==> config.mk <==
export PLATFORM = sky130hd
export DESIGN_NAME = qdc_top
export DESIGN_NICKNAME = d
export VERILOG_FILES = /design/src/hdl/qdc_pkg.sv /design/src/hdl/qdc_top.sv
export VERILOG_INCLUDE_DIRS = /design/src /design/src/hdl
export SDC_FILE = /design/constraint.sdc
export NUM_CORES = 1
export LEC_CHECK = 0
export BUFFER_PORTS_ARGS = -buffer_cell sky130_fd_sc_hd__buf_2
export CAP_MARGIN = 15
export CORE_MARGIN = 2
export CORE_UTILIZATION = 50
export CTS_CLUSTER_SIZE = 40
export DETAILED_ROUTE_END_ITERATION = 10
export PLACE_DENSITY = 0.73
export SETUP_SLACK_MARGIN = 0.4
export SLEW_MARGIN = 40
export SYNTH_ARGS = -nofsm -noshare
export SYNTH_HDL_FRONTEND = slang
export SYNTH_SLANG_ARGS = --single-unit
==> constraint.sdc <==
create_clock -name I_REF_CLK -period 6.6 [get_ports I_REF_CLK]
set_clock_uncertainty 0.15 [all_clocks]
set_input_delay 0.33 -clock I_REF_CLK [delete_from_list [all_inputs] [get_ports I_REF_CLK]]
set_output_delay 0.33 -clock I_REF_CLK [all_outputs]
set_load 0.005 [all_outputs]
==> src/hdl/qdc_regs.svh <==
// register offsets, field positions, reset values and timing counts of the decoder
// assumes inclusion by bare name from the design file and the testbench
`ifndef QDC_REGS_SVH
`define QDC_REGS_SVH
// printed offsets are not all multiples of four: these are indices, byte address = 4 * index
`define QDC_IDX_STATUS 8'h90
`define QDC_IDX_CTRL 8'h91
`define QDC_IDX_CNT1 8'h94
`define QDC_IDX_CNT2 8'h96
`define QDC_IDX_TICKDIV 8'h98
`define QDC_IDX_IRQ_MASK 8'h99
// control fields
`define QDC_CTRL_SEL2_HI 7
`define QDC_CTRL_SEL2_LO 6
`define QDC_CTRL_SEL1_HI 3
`define QDC_CTRL_SEL1_LO 2
`define QDC_CTRL_PRIO_HI 1
`define QDC_CTRL_PRIO_LO 0
// status fields
`define QDC_ST_UP2 7
`define QDC_ST_DN2 6
`define QDC_ST_CLR2 4
`define QDC_ST_UP1 3
`define QDC_ST_DN1 2
`define QDC_ST_CLR1 0
// reset values
`define QDC_CTRL_RST 8'h00
`define QDC_CNT_RST 8'h00
`define QDC_MASK_RST 8'hCC
`define QDC_TICKDIV_RST 8'h01
// peripheral clock period and minimum tick spacing
`define QDC_CLK_NS 10
`define QDC_TICK_MIN_NS 20
`define QDC_TICK_MIN_CYC ((`QDC_TICK_MIN_NS + `QDC_CLK_NS - 1) / `QDC_CLK_NS)
`endif

==> src/hdl/qdc_pkg.sv <==
// types shared by the quadrature decoder control block
// assumes nothing beyond the constants header
package qdc_pkg;
  // selector codes of one channel
  typedef enum logic [1:0] {
    QDC_SEL_OFF0,
    QDC_SEL_OFF1,
    QDC_SEL_LOW,
    QDC_SEL_HIGH
  } qdc_sel_e;
  // apb slave phase
  typedef enum logic [0:0] {
    QDC_BUS_IDLE,
    QDC_BUS_DONE
  } qdc_bus_e;
  typedef logic [7:0] qdc_byte_t;
endpackage : qdc_pkg

==> src/hdl/qdc_top.sv <==
// two-channel quadrature decoder with apb register access and interrupt
// assumes an apb master on I_REF_CLK; port pins are asynchronous to the clock
//
// Summary of operation
// - ch2 select: 0x off, 10 bits3:2, 11 bits7:6
// - ch2 selector changes hold its counter only in the write cycle
// - ch1 select: 0x off, 10 bits1:0, 11 bits5:4
// - ch1 selector changes hold its counter only in the write cycle
// - control bits 5:4 ignored
// - bits 1:0 give interrupt priority, 00 off
// - count registers read present 8-bit counts
// - step away from zero (up or down) sets flag, raises interrupt
// - status read clears flags and interrupt
// - filter rejects pulses under one tick
// - sample and count only on tick
`timescale 1ns/1ps
`default_nettype none
`include "qdc_regs.svh"
module qdc_top (
  // clock and reset
  input wire logic I_REF_CLK,
  input wire logic I_RSTN,
  // apb slave
  input wire logic I_PSEL,
  input wire logic I_PENABLE,
  input wire logic I_PWRITE,
  input wire logic [11:0] I_PADDR,
  input wire logic [31:0] I_PWDATA,
  output logic O_PREADY,
  output logic O_PSLVERR,
  output logic [31:0] O_PRDATA,
  // encoder port pins
  input wire logic [7:0] I_PORT,
  // interrupt
  output logic O_IRQ,
  output logic [1:0] O_IRQ_PRIO
);

  // two-flop synchroniser on the port pins
  logic [7:0] sync1_q, sync2_q;
  // registers
  logic [7:0] ctrl_q, ctrl_d;
  logic [7:0] mask_q;
  logic [7:0] div_q;
  logic [7:0] status_q;
  logic [7:0] tick_cnt_q;
  logic tick_q;
  // filter state per phase line: ch1 i,q then ch2 i,q
  logic [3:0] raw_prev_q;
  logic [3:0] filt_q;
  logic [7:0] cnt1_q, cnt2_q;
  // apb phase
  qdc_pkg::qdc_bus_e bus_q;

  // step direction from two gray samples: +1, -1 or none
  function automatic logic [1:0] qdc_step(input logic [1:0] prev, input logic [1:0] cur);
    logic [1:0] res;
    res = 2'h0;
    // order 00 -> 01 -> 11 -> 10 is upward (i is the high bit)
    case ({prev, cur})
      4'h1, 4'h7, 4'hE, 4'h8: res = 2'h1;  // up
      4'h2, 4'hB, 4'hD, 4'h4: res = 2'h2;  // down
      default: res = 2'h0;                 // no move or invalid double step
    endcase
    return res;
  endfunction : qdc_step

  // channel input selection; disabled channels park at 00 for i/q
  function automatic logic [1:0] qdc_pick(input logic [1:0] sel, input logic [1:0] lo,
                                          input logic [1:0] hi);
    logic [1:0] res;
    res = 2'h0;
    case (qdc_pkg::qdc_sel_e'(sel))
      qdc_pkg::QDC_SEL_LOW: res = lo;
      qdc_pkg::QDC_SEL_HIGH: res = hi;
      default: res = 2'h0;
    endcase
    return res;
  endfunction : qdc_pick

  // bus decode
  wire [9:0] idx = I_PADDR[11:2];
  wire setup = I_PSEL && !I_PENABLE;
  // writes land at the ready edge of the access phase, when the master samples the answer
  wire wr = I_PSEL && I_PENABLE && O_PREADY && I_PWRITE;
  wire rd = setup && !I_PWRITE;
  wire hit_st = (idx == {2'h0, `QDC_IDX_STATUS});
  wire hit_ctrl = (idx == {2'h0, `QDC_IDX_CTRL});
  wire hit_c1 = (idx == {2'h0, `QDC_IDX_CNT1});
  wire hit_c2 = (idx == {2'h0, `QDC_IDX_CNT2});
  wire hit_div = (idx == {2'h0, `QDC_IDX_TICKDIV});
  wire hit_mask = (idx == {2'h0, `QDC_IDX_IRQ_MASK});
  wire hit_any = hit_st | hit_ctrl | hit_c1 | hit_c2 | hit_div | hit_mask;
  wire aligned = (I_PADDR[1:0] == 2'h0);
  wire bad = !hit_any || !aligned;

  // writes to the ignored field are dropped so it always stores zero
  always_comb begin
    ctrl_d = ctrl_q;
    if (wr && hit_ctrl && !bad) begin
      ctrl_d = I_PWDATA[7:0] & 8'hCF;
    end
  end

  // read mux; status has reset-strobe bits reading as zero
  wire [7:0] st_view = status_q & 8'hCC;
  wire [7:0] rd_mux = hit_st ? st_view :
                      hit_ctrl ? ctrl_q :
                      hit_c1 ? cnt1_q :
                      hit_c2 ? cnt2_q :
                      hit_div ? div_q :
                      hit_mask ? mask_q : 8'h00;
  wire st_read = rd && hit_st && !bad;
  wire clr1 = wr && hit_st && !bad && I_PWDATA[`QDC_ST_CLR1];
  wire clr2 = wr && hit_st && !bad && I_PWDATA[`QDC_ST_CLR2];

  // tick: divider with floor of two clocks so tick never exceeds half clock
  wire [7:0] div_eff = (div_q < 8'(`QDC_TICK_MIN_CYC - 1)) ? 8'(`QDC_TICK_MIN_CYC - 1) : div_q;
  wire tick_wrap = (tick_cnt_q >= div_eff);

  // filtering: a line changes only after two equal ticked samples
  wire [3:0] raw = {qdc_pick(ctrl_q[`QDC_CTRL_SEL2_HI:`QDC_CTRL_SEL2_LO],
                             sync2_q[3:2], sync2_q[7:6]),
                    qdc_pick(ctrl_q[`QDC_CTRL_SEL1_HI:`QDC_CTRL_SEL1_LO],
                             sync2_q[1:0], sync2_q[5:4])};
  wire [3:0] filt_n = (raw == raw_prev_q) ? raw : filt_q;
  // a selector write moves the raw samples; counting is skipped in the write cycle only, the filter is not re-seeded
  wire sel_chg1 = (ctrl_d[3:2] != ctrl_q[3:2]);
  wire sel_chg2 = (ctrl_d[7:6] != ctrl_q[7:6]);
  wire [1:0] st1 = qdc_step(filt_q[1:0], filt_n[1:0]);
  wire [1:0] st2 = qdc_step(filt_q[3:2], filt_n[3:2]);
  wire up1 = tick_q && st1 == 2'h1;
  wire dn1 = tick_q && st1 == 2'h2;
  wire up2 = tick_q && st2 == 2'h1;
  wire dn2 = tick_q && st2 == 2'h2;
  // step away from zero events
  wire ev_up1 = up1 && cnt1_q == 8'h00 && !clr1;
  wire ev_dn1 = dn1 && cnt1_q == 8'h00 && !clr1;
  wire ev_up2 = up2 && cnt2_q == 8'h00 && !clr2;
  wire ev_dn2 = dn2 && cnt2_q == 8'h00 && !clr2;
  wire [7:0] ev = {ev_up2, ev_dn2, 2'h0, ev_up1, ev_dn1, 2'h0};
  // read clears, but an event in the same cycle still sets
  wire [7:0] status_d = (st_read ? 8'h00 : status_q) | ev;
  wire irq_d = |(status_d & mask_q) && (ctrl_d[1:0] != 2'h0);

  // synchroniser
  always_ff @(posedge I_REF_CLK or negedge I_RSTN) begin
    if (!I_RSTN) begin
      sync1_q <= 8'h00;
      sync2_q <= 8'h00;
    end else begin
      sync1_q <= I_PORT;
      sync2_q <= sync1_q;
    end
  end

  // tick generator
  always_ff @(posedge I_REF_CLK or negedge I_RSTN) begin
    if (!I_RSTN) begin
      tick_cnt_q <= 8'h00;
      tick_q <= 1'b0;
    end else begin
      tick_cnt_q <= tick_wrap ? 8'h00 : tick_cnt_q + 8'h01;
      tick_q <= tick_wrap;
    end
  end

  // filter sampling only on tick
  always_ff @(posedge I_REF_CLK or negedge I_RSTN) begin
    if (!I_RSTN) begin
      raw_prev_q <= 4'h0;
      filt_q <= 4'h0;
    end else if (tick_q) begin
      raw_prev_q <= raw;
      filt_q <= filt_n;
    end
  end

  // channel one counter; selector change or clear strobe blocks a step
  always_ff @(posedge I_REF_CLK or negedge I_RSTN) begin
    if (!I_RSTN) begin
      cnt1_q <= `QDC_CNT_RST;
    end else if (clr1) begin
      cnt1_q <= `QDC_CNT_RST;
    end else if (sel_chg1) begin
      cnt1_q <= cnt1_q;
    end else if (up1) begin
      cnt1_q <= cnt1_q + 8'h01;
    end else if (dn1) begin
      cnt1_q <= cnt1_q - 8'h01;
    end
  end

  // channel two counter
  always_ff @(posedge I_REF_CLK or negedge I_RSTN) begin
    if (!I_RSTN) begin
      cnt2_q <= `QDC_CNT_RST;
    end else if (clr2) begin
      cnt2_q <= `QDC_CNT_RST;
    end else if (sel_chg2) begin
      cnt2_q <= cnt2_q;
    end else if (up2) begin
      cnt2_q <= cnt2_q + 8'h01;
    end else if (dn2) begin
      cnt2_q <= cnt2_q - 8'h01;
    end
  end

  // software registers and status
  always_ff @(posedge I_REF_CLK or negedge I_RSTN) begin
    if (!I_RSTN) begin
      ctrl_q <= `QDC_CTRL_RST;
      mask_q <= `QDC_MASK_RST;
      div_q <= `QDC_TICKDIV_RST;
      status_q <= 8'h00;
      O_IRQ <= 1'b0;
      O_IRQ_PRIO <= 2'h0;
    end else begin
      ctrl_q <= ctrl_d;
      if (wr && hit_mask && !bad) begin
        mask_q <= I_PWDATA[7:0];
      end
      if (wr && hit_div && !bad) begin
        div_q <= I_PWDATA[7:0];
      end
      status_q <= status_d;
      O_IRQ <= irq_d;
      O_IRQ_PRIO <= ctrl_d[1:0];
    end
  end

  // apb: answer one cycle after setup, in the access phase
  always_ff @(posedge I_REF_CLK or negedge I_RSTN) begin
    if (!I_RSTN) begin
      bus_q <= qdc_pkg::QDC_BUS_IDLE;
      O_PREADY <= 1'b0;
      O_PSLVERR <= 1'b0;
      O_PRDATA <= 32'h0000_0000;
    end else begin
      case (bus_q)
        qdc_pkg::QDC_BUS_IDLE: begin
          if (setup) begin
            bus_q <= qdc_pkg::QDC_BUS_DONE;
            O_PREADY <= 1'b1;
            O_PSLVERR <= bad;
            O_PRDATA <= (rd && !bad) ? {24'h00_0000, rd_mux} : 32'h0000_0000;
          end
        end
        qdc_pkg::QDC_BUS_DONE: begin
          bus_q <= qdc_pkg::QDC_BUS_IDLE;
          O_PREADY <= 1'b0;
          O_PSLVERR <= 1'b0;
        end
        default: bus_q <= qdc_pkg::QDC_BUS_IDLE;
      endcase
    end
  end

endmodule : qdc_top
`default_nettype wire

==> impl_metrics.tcl <==
set metrics [dict create \
    drt-total-wl_um 12130 \
    power_switching_mw 0.6069 \
    seq_power_share_pct 44.2 \
    syn2layout_area_growth_pct 9.483 \
    slowest_stage "nor2_1" \
    dp_hpwl_um 9068 \
    synth_edf_count 0 \
    ys_top_cells_by_area "dfrtp_1 41%, mux2_2 6.0%, ha_1 5.0%, buf_4 4.1%, o21ai_0 3.3%" \
    r2r_cells 12 \
    run_status "complete, no violations" \
    pre_cts_slack_ps 2533 \
    comb_power_share_pct 33.5 \
    p_int_mw 1.011 \
    ir_drop_v 0.0001247 \
    drt-vias-per-instance 5.915 \
    max_stage_delay_ps 600 \
    critPathCaptureType "register" \
    power.density_mw_per_mm2 281.5 \
    cp.arrival_ps 4300 \
    syn_area_per_cell_um2 10.10 \
    wire_per_inst_um 17.13 \
    finalCritPeriodShare_pct 62.99 \
    drive_above_1_share_pct 19.06 \
    ys.warnings.count 0 \
    syn_area_mm2 0.005251 \
    whs_path_depth 2 \
    synthCells 520 \
    final_antenna_net_count 0 \
    drt_iter0_drc 246 \
    dieArea_mm2 0.01134 \
    final_common_cell "dfrtp_1" \
    required_ps 6740 \
    min_period_ps 4158 \
    rsz0062_at_grt "false" \
    setup_viol 0 \
    fmaxAchievable_mhz 240.5 \
    drv_cap 0 \
    synth_top_cell_area_share_pct 40.98 \
    grt_antenna_before_repair 0 \
    cts_made_buffers 9 \
    cts_root_buffer "clkbuf_8" \
    fin_ws_ps 2442 \
    grtUsageTotal_pct 22.47 \
    cts_setup_buffers 0 \
    drcViolationCount 0 \
    drt_first_pass_iters 7 \
    worstMarginPinSlew_ps 725.0 \
    crit_type "register to register" \
    start_kind "register" \
    slew_headroom_pct 51.41 \
    yosys_register_bits 91 \
    die_y_um 106.5 \
    portBuffers 45 \
    synth_area_leader_cell "dfrtp_1" \
    yosysUniqueCellTypes 64 \
    grt_overflow 0 \
    worstSkewPairLatency_ps 370 \
    p_leak_nw 2.570 \
    fp.coreArea_mm2 0.01028 \
    nets 647 \
    htreeDepth 3 \
    place_congestion 0.8740 \
    grt_max_degree 63 \
    yosysSeqAreaShare_pct 43.48 \
    path_cells "mux2i_1 > or3_1 > nand4_1 > nor2_1 > nand2_1 > ha_1 > a21oi_1 > o211ai_1 > o41ai_1 > mux2i_1 > or3_1 > a21oi_1" \
    finalHoldViolCount 0 \
    rows 37 \
    grt_pass1_vias 4134 \
    cts.reportedPaths.clkPinSlew_ps 100 \
    initial_utilization_pct 51.10 \
    power.share.clock_pct 22.3 \
    ctsHoldBuffers 9 \
    synthFlopType "dfrtp_1" \
    postSynth.asyncResetShare_pct 100.0 \
    cts_resized 0 \
    hold_class "input port to register" \
    final_cell_mix "86 x dfrtp_1, 44 x buf_2, 35 x o21ai_0, 30 x nor2_1" \
    cts_tree "done" \
    report.final.slew_viol_count 0 \
    route.vias.total 4188 \
    critPathMaxFanout 7 \
    cts.sinks 91 \
    design.portCount 94 \
    ctsLongestPathBuffers 2 \
    total_power_mw 1.618 \
    sw_frac_of_total_pct 37.50 \
    antennaDiodeCount 0 \
    die_x_um 106.5 \
    fin_tns_setup_ps 0 \
    grt_pass1_wl_um 20080 \
]
-- cells by family after synthesis --
| kind of cell | after synthesis | share of synthesized area (%) |
|---|---|---|
| flip-flops | 91 | 43.48 |
| multiplexers | 45 | 9.340 |
| AND/OR/NAND/NOR | 151 | 15.58 |
| XOR/XNOR | 14 | 2.335 |
| buffers and inverters | 64 | 6.862 |
| adder cells (fa/ha/maj) | 23 | 5.766 |
| AO/OA/AOI/OAI | 131 | 16.56 |
| other | 1 | 0.07141 |
-- per-stage QoR --
stage	util (%)	area, µm²	instances	hold WS (ps)
after floorplan	-	5338	543	-115.6
after global placement	53.21	5469	683	125.2
after detailed placement	53.21	5469	683	131.9
after CTS	55.88	5743	708	52.30
after global routing	55.94	5749	708	58.52
final	55.94	5749	708	60.12
-- state kept, by name, indices dropped and copies added (netlist names), 8 cells and up --
signal,cells
O_PRDATA,8
cnt1_q,8
cnt2_q,8
div_q,8
mask_q,8
status_q,8
sync1_q,8
sync2_q,8
tick_cnt_q,8
-- path summary, 6_finish.rpt --
| path | start | to | slack [ps] |
|---|---|---|---|
| min in group asynchronous | I_RSTN | tick_cnt_q[0]$_DFF_PN0_ | 270 |
| max in group asynchronous | I_RSTN | cnt1_q[3]$_DFFE_PN0P_ | 5170 |
| worst max-delay path | ctrl_q[6]$_DFF_PN0_ | cnt1_q[7]$_DFFE_PN0P_ | 2440 |
| worst min-delay path | I_PWDATA[5] | div_q[5]$_DFFE_PN0P_ | 60 |
| worst max register to register | ctrl_q[6]$_DFF_PN0_ | cnt1_q[7]$_DFFE_PN0P_ | 2440 |
| worst min register to register | sync1_q[1]$_DFF_PN0_ | sync2_q[1]$_DFF_PN0_ | 200 |
-- cells in the mapped netlist, types with 8 or more instances --
library cell and instances:
ha_1 21, clkbuf_1 8, nand3_1 23, a211oi_1 9, o21ai_0 35, buf_4 29, a22oi_1 8, o22ai_1 8
a21oi_1 28, nor2_1 31, dfrtp_1 86, xor2_1 9, nand2b_1 9, nor3_1 9, inv_1 20, nand2_1 24
mux2i_1 16, mux2_2 28
-- layout make-up --
class	instances	area, µm²
fillers	919	4528
flip-flops and latches	91	2283
clock buffers	9	123.9
multi-input cells	388	2696
clock inverters	7	60.06
repair buffers	56	336.6
inverters	21	78.83
well taps	136	170.2
-- routing by layer --
metal  up-vias  GRT usage (%)  wire length [µm]
li1       1942              -                 -
met1      2052          30.25              5329
met2       174          36.63              5729
met3        20          3.924               813
met4         0          8.071               253
met5         -              0                 0
-- worst max-delay path: cells and delay by family, from the launching register on --
kind | cells | cell delay, ps
adders and majority gates | 1 | 380
DFF | 1 | 530
and+or+nand+nor | 5 | 1640
muxes | 2 | 550
AOI/OAI and AO/OA | 4 | 810
-- power groups by stage --
stage               combinational (mW)  clock (mW)  sequential [mW]
floorplan                        0.434           0            0.692
finish                           0.542       0.360            0.716
detailed placement               0.530           0            0.725
global route                     0.612       0.391            0.726
CTS                              0.536       0.367            0.714
global placement                 0.502           0            0.720
(Power assumes the default switching activity.)
